`config.mk`:
```
export PLATFORM = sky130hd
export DESIGN_NAME = alu_core
export DESIGN_NICKNAME = d
export VERILOG_FILES = /design/src/rtl/alu_pkg.sv /design/src/rtl/acc_unit.sv /design/src/rtl/alu_core.sv
export SDC_FILE = /design/constraint.sdc
export NUM_CORES = 1
export LEC_CHECK = 0
export BUFFER_PORTS_ARGS = -buffer_cell sky130_fd_sc_hd__buf_2
export CORE_MARGIN = 10
export CORE_UTILIZATION = 40
export CTS_CLUSTER_SIZE = 24
export DETAILED_ROUTE_END_ITERATION = 10
export MAX_ROUTING_LAYER = met4
export PLACE_DENSITY = 0.63
export SYNTH_ARGS = -nofsm -noshare
export SYNTH_HDL_FRONTEND = slang
export SYNTH_SLANG_ARGS = --single-unit
```
`constraint.sdc`:
```
create_clock -name clk -period 6.2 [get_ports clk]
set_input_delay 0.62 -clock clk [delete_from_list [all_inputs] [get_ports clk]]
set_output_delay 0.62 -clock clk [all_outputs]
set_load 0.02 [all_outputs]
```
`src/rtl/alu_pkg.sv`:
```
package alu_pkg;

   localparam int DATA_W = 16;
   localparam int ACC_W  = 40;

   // ----------------------------------------------------------------
   // operation codes
   // ----------------------------------------------------------------
   typedef enum logic [3:0] {
      OP_NOP,
      OP_ADD,
      OP_ADD_CARRY,
      OP_AND,
      OP_SHIFT_RIGHT,
      OP_ACC_ADD,
      OP_ADD_ACC
   } alu_op_e;

   // ----------------------------------------------------------------
   // operand source selection for the second operand
   // ----------------------------------------------------------------
   typedef enum logic [1:0] {
      SRC_REG,
      SRC_TEN_BIT,
      SRC_FIVE_BIT
   } alu_src_e;

   typedef struct packed {
      alu_op_e           op;
      alu_src_e          src;
      logic [DATA_W-1:0] a;
      logic [DATA_W-1:0] b;
      logic [9:0]        lit;
      logic [3:0]        shift;
      logic              acc_sel;
      logic              periph;
      logic [4:0]        dest;
   } alu_req_s;

   typedef struct packed {
      logic carry;
      logic nibble_carry_flag;
      logic negative;
      logic signed_wrap_flag;
      logic zero;
   } flags_s;

   typedef struct packed {
      logic accumulator_a_overflow;
      logic accumulator_b_overflow;
      logic acc_a_clamped;
      logic acc_b_clamped;
   } acc_flags_s;

   localparam flags_s     FLAGS_RST     = '0;
   localparam acc_flags_s ACC_FLAGS_RST = '0;

   // peripheral operand costs one extra cycle
   localparam logic [1:0] BASE_CYCLES   = 2'h1;
   localparam logic [1:0] PERIPH_CYCLES = 2'h2;

   localparam logic [ACC_W-1:0] ACC_MAX = 40'h007fffffff;
   localparam logic [ACC_W-1:0] ACC_MIN = 40'hff80000000;

endpackage

```
`src/rtl/acc_unit.sv`:
```
`timescale 1ns/100ps
module acc_unit (
   input  wire logic [15:0] src,
   input  wire logic [3:0]  shift,
   input  wire logic [39:0] acc_in,
   output logic      [39:0] acc_out,
   output logic             ovf,
   output logic             clamped
);
   // ----------------------------------------------------------------
   // sign extend, shift, add, saturate
   // ----------------------------------------------------------------
   wire logic [39:0] ext     = {{8{src[15]}}, src, 16'h0000};
   wire logic        sh_left = shift[3];
   // a literal of -8 needs all four bits of magnitude
   wire logic [3:0]  sh_mag  = sh_left ? 4'(~shift + 4'h1) : shift;
   // negative literal shifts left, positive shifts right arithmetic
   wire logic [39:0] shifted = sh_left ? (ext << sh_mag) : 40'($signed(ext) >>> sh_mag);
   wire logic [40:0] sum     = {acc_in[39], acc_in} + {shifted[39], shifted};
   // overflow past bit 31 means guard bits are in use
   assign ovf = (sum[39:31] != {9{sum[39]}});
   wire logic        cat     = sum[40] != sum[39];
   assign clamped = cat;
   assign acc_out = !cat ? sum[39:0] : (sum[40] ? alu_pkg::ACC_MIN : alu_pkg::ACC_MAX);
endmodule

```
`src/rtl/alu_core.sv`:
```
// How it works
// RULE1: accumulator add sign-extends source, shifts by signed literal, sets overflow and clamp.
// RULE2: carry add into default working register sums file reg, that register, carry.
// RULE3: carry add with ten-bit literal updates C, nibble carry, N, wrap, Z.
// RULE4: three-operand carry add with five-bit literal writes separate destination, one cycle.
// RULE5: arithmetic shift right keeps sign bit, updates C, N, wrap, Z.
// RULE6: peripheral operands take one extra cycle.
// RULE7: conjunction leaves C, nibble carry, wrap unchanged; updates N and Z.
`timescale 1ns/100ps
module alu_core (
   input  wire logic                  clk,
   input  wire logic                  rstn,
   input  wire logic                  req_valid,
   input  wire alu_pkg::alu_req_s     req,
   output logic                       busy,
   output logic                       res_valid,
   output logic [15:0]                result,
   output logic [4:0]                 res_dest,
   output logic                       acc_valid,
   output logic [39:0]                acc_a,
   output logic [39:0]                acc_b,
   output alu_pkg::flags_s            flags,
   output alu_pkg::acc_flags_s        acc_flags
);
   // ----------------------------------------------------------------
   // state and registers
   // ----------------------------------------------------------------
   typedef enum logic {IDLE, WAIT} state_e;

   state_e                   state_q, state_d;
   alu_pkg::alu_req_s        hold_q;
   alu_pkg::flags_s          flags_q, flags_d;
   alu_pkg::acc_flags_s      accf_q, accf_d;
   logic [39:0]              acc_a_q, acc_b_q;
   logic                     res_valid_q, acc_valid_q;
   logic [15:0]              result_q, result_d;
   logic [4:0]               dest_q;

   // ----------------------------------------------------------------
   // operand selection
   // ----------------------------------------------------------------
   wire logic                go_now   = req_valid && state_q == IDLE && !req.periph;
   wire logic                go_late  = state_q == WAIT;
   wire logic                exec     = go_now || go_late;
   wire alu_pkg::alu_req_s   cur      = go_late ? hold_q : req;
   // literals are zero extended; only the register source can be negative
   wire logic [15:0]         lit_wide = {6'h00, cur.lit};
   wire logic [15:0]         lit_nar  = {11'h000, cur.lit[4:0]};
   wire logic [15:0]         opb      = cur.src == alu_pkg::SRC_TEN_BIT  ? lit_wide :
                                        cur.src == alu_pkg::SRC_FIVE_BIT ? lit_nar  :
                                        cur.b;
   // plain add ignores the stored carry; only the carry form chains it
   wire logic                cin      = cur.op == alu_pkg::OP_ADD_CARRY
                                        && flags_q.carry; // see RULE2
   wire logic [16:0]         sum      = {1'b0, cur.a} + {1'b0, opb} + {16'h0000, cin}; // see RULE4
   wire logic [4:0]          nib      = {1'b0, cur.a[3:0]} + {1'b0, opb[3:0]} + {4'h0, cin};
   wire logic                wrap     = (cur.a[15] == opb[15]) && (sum[15] != cur.a[15]);
   wire logic [15:0]         anded    = cur.a & opb;
   wire logic [15:0]         shr      = {cur.a[15], cur.a[15:1]}; // see RULE5
   wire logic [39:0]         acc_sel  = cur.acc_sel ? acc_b_q : acc_a_q;
   wire logic [39:0]         acc_new;
   wire logic                acc_ovf, acc_clamp;

   // ----------------------------------------------------------------
   // flag candidates per operation family
   // ----------------------------------------------------------------
   wire logic                add_zero = sum[15:0] == 16'h0000;
   wire logic                and_zero = anded == 16'h0000;
   wire logic                shr_zero = shr == 16'h0000;
   wire logic                shr_out  = cur.a[0];

   // ----------------------------------------------------------------
   // accumulator path: one adder serves both, acc_sel picks which
   // ----------------------------------------------------------------
   acc_unit u_acc (
      .src     (cur.a),
      .shift   (cur.shift),
      .acc_in  (acc_sel),
      .acc_out (acc_new),
      .ovf     (acc_ovf),
      .clamped (acc_clamp)
   ); // see RULE1

   // ----------------------------------------------------------------
   // result and flag update
   // ----------------------------------------------------------------
   always_comb begin
      flags_d  = flags_q;
      accf_d   = accf_q;
      result_d = result_q;
      unique case (cur.op)
         alu_pkg::OP_ADD, alu_pkg::OP_ADD_CARRY: begin
            result_d                  = sum[15:0]; // see RULE3
            flags_d.carry             = sum[16];
            flags_d.nibble_carry_flag = nib[4];
            flags_d.negative          = sum[15];
            flags_d.signed_wrap_flag  = wrap;
            flags_d.zero              = add_zero;
         end
         alu_pkg::OP_AND: begin
            result_d         = anded; // see RULE7
            flags_d.negative = anded[15];
            flags_d.zero     = and_zero;
         end
         alu_pkg::OP_SHIFT_RIGHT: begin
            result_d                 = shr; // see RULE5
            flags_d.carry            = shr_out;
            flags_d.negative         = shr[15];
            flags_d.signed_wrap_flag = 1'b0;
            flags_d.zero             = shr_zero;
         end
         alu_pkg::OP_ACC_ADD: begin
            // clamp bits stay set until reset so a past saturation is never lost
            if (cur.acc_sel) begin
               accf_d.accumulator_b_overflow = acc_ovf; // see RULE1
               accf_d.acc_b_clamped          = accf_q.acc_b_clamped | acc_clamp;
            end else begin
               accf_d.accumulator_a_overflow = acc_ovf;
               accf_d.acc_a_clamped          = accf_q.acc_a_clamped | acc_clamp;
            end
         end
         default: begin
         end
      endcase
   end

   wire logic is_acc  = cur.op == alu_pkg::OP_ACC_ADD;
   // a nop or an accumulator add gives no register write-back pulse
   wire logic is_wr   = exec && !is_acc && cur.op != alu_pkg::OP_NOP;
   wire logic acc_wr  = exec && is_acc;
   wire logic wr_a    = acc_wr && !cur.acc_sel;
   wire logic wr_b    = acc_wr && cur.acc_sel;

   // ----------------------------------------------------------------
   // sequencing: peripheral operand holds one extra cycle
   // ----------------------------------------------------------------
   // the held copy frees the request lines during the stall; a request
   // presented in that cycle is dropped, not queued
   wire logic                park     = state_q == IDLE && req_valid && req.periph;

   always_comb begin
      state_d = state_q;
      unique case (state_q)
         IDLE: begin
            if (park) begin
               state_d = WAIT; // see RULE6
            end
         end
         WAIT: begin
            state_d = IDLE;
         end
      endcase
   end

   always_ff @(posedge clk or negedge rstn) begin
      if (!rstn) begin
         state_q <= IDLE;
         hold_q  <= '0;
      end else begin
         state_q <= state_d;
         if (park) begin
            hold_q <= req;
         end
      end
   end

   always_ff @(posedge clk or negedge rstn) begin
      if (!rstn) begin
         flags_q     <= alu_pkg::FLAGS_RST;
         accf_q      <= alu_pkg::ACC_FLAGS_RST;
         result_q    <= '0;
         dest_q      <= '0;
         res_valid_q <= 1'b0;
         acc_valid_q <= 1'b0;
      end else begin
         res_valid_q <= is_wr;
         acc_valid_q <= acc_wr;
         if (exec) begin
            flags_q  <= flags_d;
            accf_q   <= accf_d;
            result_q <= result_d;
            dest_q   <= cur.dest;
         end
      end
   end

   always_ff @(posedge clk or negedge rstn) begin
      if (!rstn) begin
         acc_a_q <= '0;
      end else if (wr_a) begin
         acc_a_q <= acc_new;
      end
   end

   always_ff @(posedge clk or negedge rstn) begin
      if (!rstn) begin
         acc_b_q <= '0;
      end else if (wr_b) begin
         acc_b_q <= acc_new;
      end
   end

   // ----------------------------------------------------------------
   // outputs: all straight from flops
   // ----------------------------------------------------------------
   // busy marks the stall cycle; the issuing side must not request then
   logic busy_q;
   always_ff @(posedge clk or negedge rstn) begin
      if (!rstn) begin
         busy_q <= 1'b0;
      end else begin
         busy_q <= park;
      end
   end

   assign busy      = busy_q;
   assign res_valid = res_valid_q;
   assign result    = result_q;
   assign res_dest  = dest_q;
   assign acc_valid = acc_valid_q;
   assign acc_a     = acc_a_q;
   assign acc_b     = acc_b_q;
   assign flags     = flags_q;
   assign acc_flags = accf_q;
endmodule

```
==> metrics.cfg <==
[clock_network]
clockRootBuffer=clkbuf_16
clkTransAtPathRegs_ns=0.08
cts_max_level=4
cts_hold_buf=0
cts_num_sinks=171
cts_buffers=17
clock_latency_ns=0.46
clockBufferDepth=2
cts_tree=built

[sta]
relSlewSlack_pct=26.4
fin_skew_ns=0.0134
rsz0062_at_grt=yes
finalCriticalPeriod_ns=5.97
finalSetupViolations=0
max_freq_mhz=167
max_slew.worst_pin.slew_ns=1.10
finalHoldViolCount=0
min_period_over_period_pct=96.3
slew_viol_final=0

[pwr]
p_leak_uw=0.00735
irDropWorstVdd_mv=0.317
power.density_nw_per_um2=508

[place]
place_area_um2=14600
io_buffers=174
dp_hpwl_um=32400
routabilityCongestion=0.969

[yosys]
synthCells=1553
ys_ff_latch=171
synthArstFlopShare_pct=100
ys_warn_count=0
synth.distinct_cells=70
synth_seq_area_share_pct=33.7
syn_area_um2=12700
synth_edf_count=0
syn_area_per_cell_um2=8.17
synthFlopType=dfrtp_1

[cells_and_area]
mostFrequentLayoutCells=nand2_1 (293), buf_2 (173), dfrtp_1 (170), nor2_1 (169), a21oi_1 (112)
layout-area-overhead-vs-synth_pct=21.0
mostFrequentLayoutCell=nand2_1
drive_above_1_share_pct=25.7
finalInstanceArea_um2=15300
finish.net_count=1894
fin_util_pct=48.9

[floorplanning]
die_width_um=198
rows=65
dieHeight_um=198
die_area_um2=39200
top_level_ports=175
initial_utilization_pct=40.4
design.core.area_um2=31400

[critical_path]
rrSetupSlack_ns=0.23
startpoint_type=flip-flop
r2r_cells=27
end_kind=flip-flop
r2r-end=acc_b[13]$_DFFE_PN0P_
worstPathRequired_ns=6.54
timing.rr.start=go_late$_DFF_PN0_
cp.arrival_ns=6.31
crit_path_start=go_late$_DFF_PN0_
cp_max_fo=19
path_class=reg -> reg

[global_routing]
antenna_found_initial=2
grt_pass1_wl_um=66500
grt_usage_pct=21.8
first_global_vias=12100
gr-total-overflow=0
grt_start_max_net_pins=72

[status]
status=completed

[detailed_routing]
drtIter0Drc=853
drtAntennaViolNets=0
drc_errors=0
wl_um=42200
viasPerCell=5.57
wl_per_cell_um=19.3
vias=12200
first_pass_iters=7

[run]
maxCapViolations=0

[worst_hold_path]
hp-class=in -> async

## per-stage QoR
| step | setup TNS [ns] | instances | setup slack, ns | hold WS, ns | power [uW] |
|---|---|---|---|---|---|
| 3_5_place_dp | 0 | 2150 | 0.134 | 0.448 | 6500 |
| 6_report | 0 | 2189 | 0.228 | 0.0547 | 7800 |
| 4_1_cts | 0 | 2182 | 0.274 | 0.0456 | 7570 |
| 3_3_place_gp | 0 | 2150 | 0.178 | 0.444 | 6420 |
| 2_1_floorplan | 0 | 1560 | 0.0153 | 0.324 | 4780 |
| 5_1_grt | -0.506 | 2189 | -0.0328 | 0.0601 | 8400 |
## synth_stat cells, drive strengths merged (3+ instances only)
cell	n	share of area (%)
o22ai	11	0.54
o21ai	104	4.2
a22oi	12	0.71
clkbuf	80	2.4
o21a	10	0.59
a2111oi	3	0.26
or2	10	0.49
xor2	20	1.4
nor4	10	0.49
nor3	39	1.6
a31o	4	0.28
nand3	16	0.63
o211ai	16	0.95
ha	58	5.7
nor2b	7	0.35
o31a	3	0.21
buf	11	0.43
a31oi	26	1.3
or4	5	0.30
xnor2	30	2.1
mux4	4	0.71
or3	12	0.59
a21oi	113	4.5
a21boi	10	0.59
mux2i	50	4.1
o31ai	10	0.59
dfrtp	171	34
o21bai	8	0.47
o2111ai	3	0.21
o221ai	3	0.21
nor2	171	5.1
mux2	98	8.7
nand4b	3	0.21
inv	33	0.98
nand4	12	0.59
nand2b	13	0.64
a211oi	17	1.0
and3	3	0.15
a21o	15	0.89
nor3b	3	0.18
nand2	294	8.7
a221oi	7	0.48
## where the power goes
group | total [uW] | switching [uW] | internal (uW) | leakage [uW]
Sequential | 1740 | 264 | 1480 | 0.00215
Clock | 1050 | 505 | 544 | 0.000278
Combinational | 5010 | 2960 | 2040 | 0.00492
## cell type report
| type | count | area, um^2 |
|---|---|---|
| clock buffer | 19 | 453 |
| clock inverter | 13 | 110 |
| antenna | 2 | 5.00 |
| fill | 3108 | 16000 |
| tap | 402 | 503 |
| multi-input combinational | 1263 | 8060 |
| timing repair buffer | 284 | 1800 |
| inverter | 35 | 131 |
| sequential | 171 | 4280 |
## what timing repair did
action | CTS | global route
buffers inserted | 0 | 2
gates resized for setup | 0 | 35
endpoints found under the setup margin | 0 | 79
## worst max-delay path, stage by stage, from the launching register on
cell,delay [ns]
dfrtp_4,0.52
mux2_4,0.31
inv_1,0.08
ha_1,0.22
inv_1,0.11
mux2i_4,0.12
clkbuf_16,0.19
or2_2,0.32
o21ai_0,0.12
nor2_1,0.09
a211oi_1,0.28
a21oi_1,0.07
a21oi_1,0.17
nor2_1,0.08
ha_1,0.35
buf_4,0.15
nand2_1,0.04
o21ai_0,0.22
a21oi_1,0.10
o21ai_1,0.42
a31o_2,0.29
o211ai_1,0.13
a31oi_1,0.25
inv_1,0.10
ha_2,0.40
buf_6,0.23
o21ai_0,0.17
mux2_2,0.29
## how the worst max path moves through the flow
stage | cells after the start | to | slack, ns
floorplan | 31 | acc_a[17]$_DFFE_PN0P_ | 0.02
global placement | 28 | acc_b[13]$_DFFE_PN0P_ | 0.18
detailed placement | 27 | acc_a[13]$_DFFE_PN0P_ | 0.13
CTS | 25 | acc_b[13]$_DFFE_PN0P_ | 0.27
global route | 27 | acc_b[13]$_DFFE_PN0P_ | -0.03
finish | 27 | acc_b[13]$_DFFE_PN0P_ | 0.23
## logic make-up (layout without fill, tap and decap cells)
| group | after synthesis | count (layout) | share of synthesized area (%) |
|---|---|---|---|
| DFF | 171 | 171 | 33.7 |
| xor gates and xnor gates | 50 | 50 | 3.45 |
| and+or+nand+nor | 605 | 605 | 20.4 |
| adders and majority gates | 60 | 60 | 6.04 |
| buffers and inverters | 126 | 351 | 3.84 |
| AOI/OAI and AO/OA | 387 | 387 | 18.9 |
| other | 2 | 11 | 0.0592 |
| muxes | 152 | 152 | 13.6 |
## state kept, by name, summed over array words and instances (netlist names)
| signal | flops |
|---|---|
| hold_q | 58 |
| res_dest | 5 |
| acc_b | 40 |
| flags | 5 |
| acc_a | 40 |
| acc_valid | 1 |
| acc_flags | 4 |
| go_late | 1 |
| busy | 1 |
| result | 15 |
| res_valid | 1 |
## routing by layer
layer  up-vias  share of wire, %  track usage [%]
met2       375                47             34.9
met3        57               5.1             3.90
met1      5815                46             27.8
li1       5947                 -                -
met5         -                 0                -
met4         0               2.1             6.38
(Power assumes the default switching activity.)
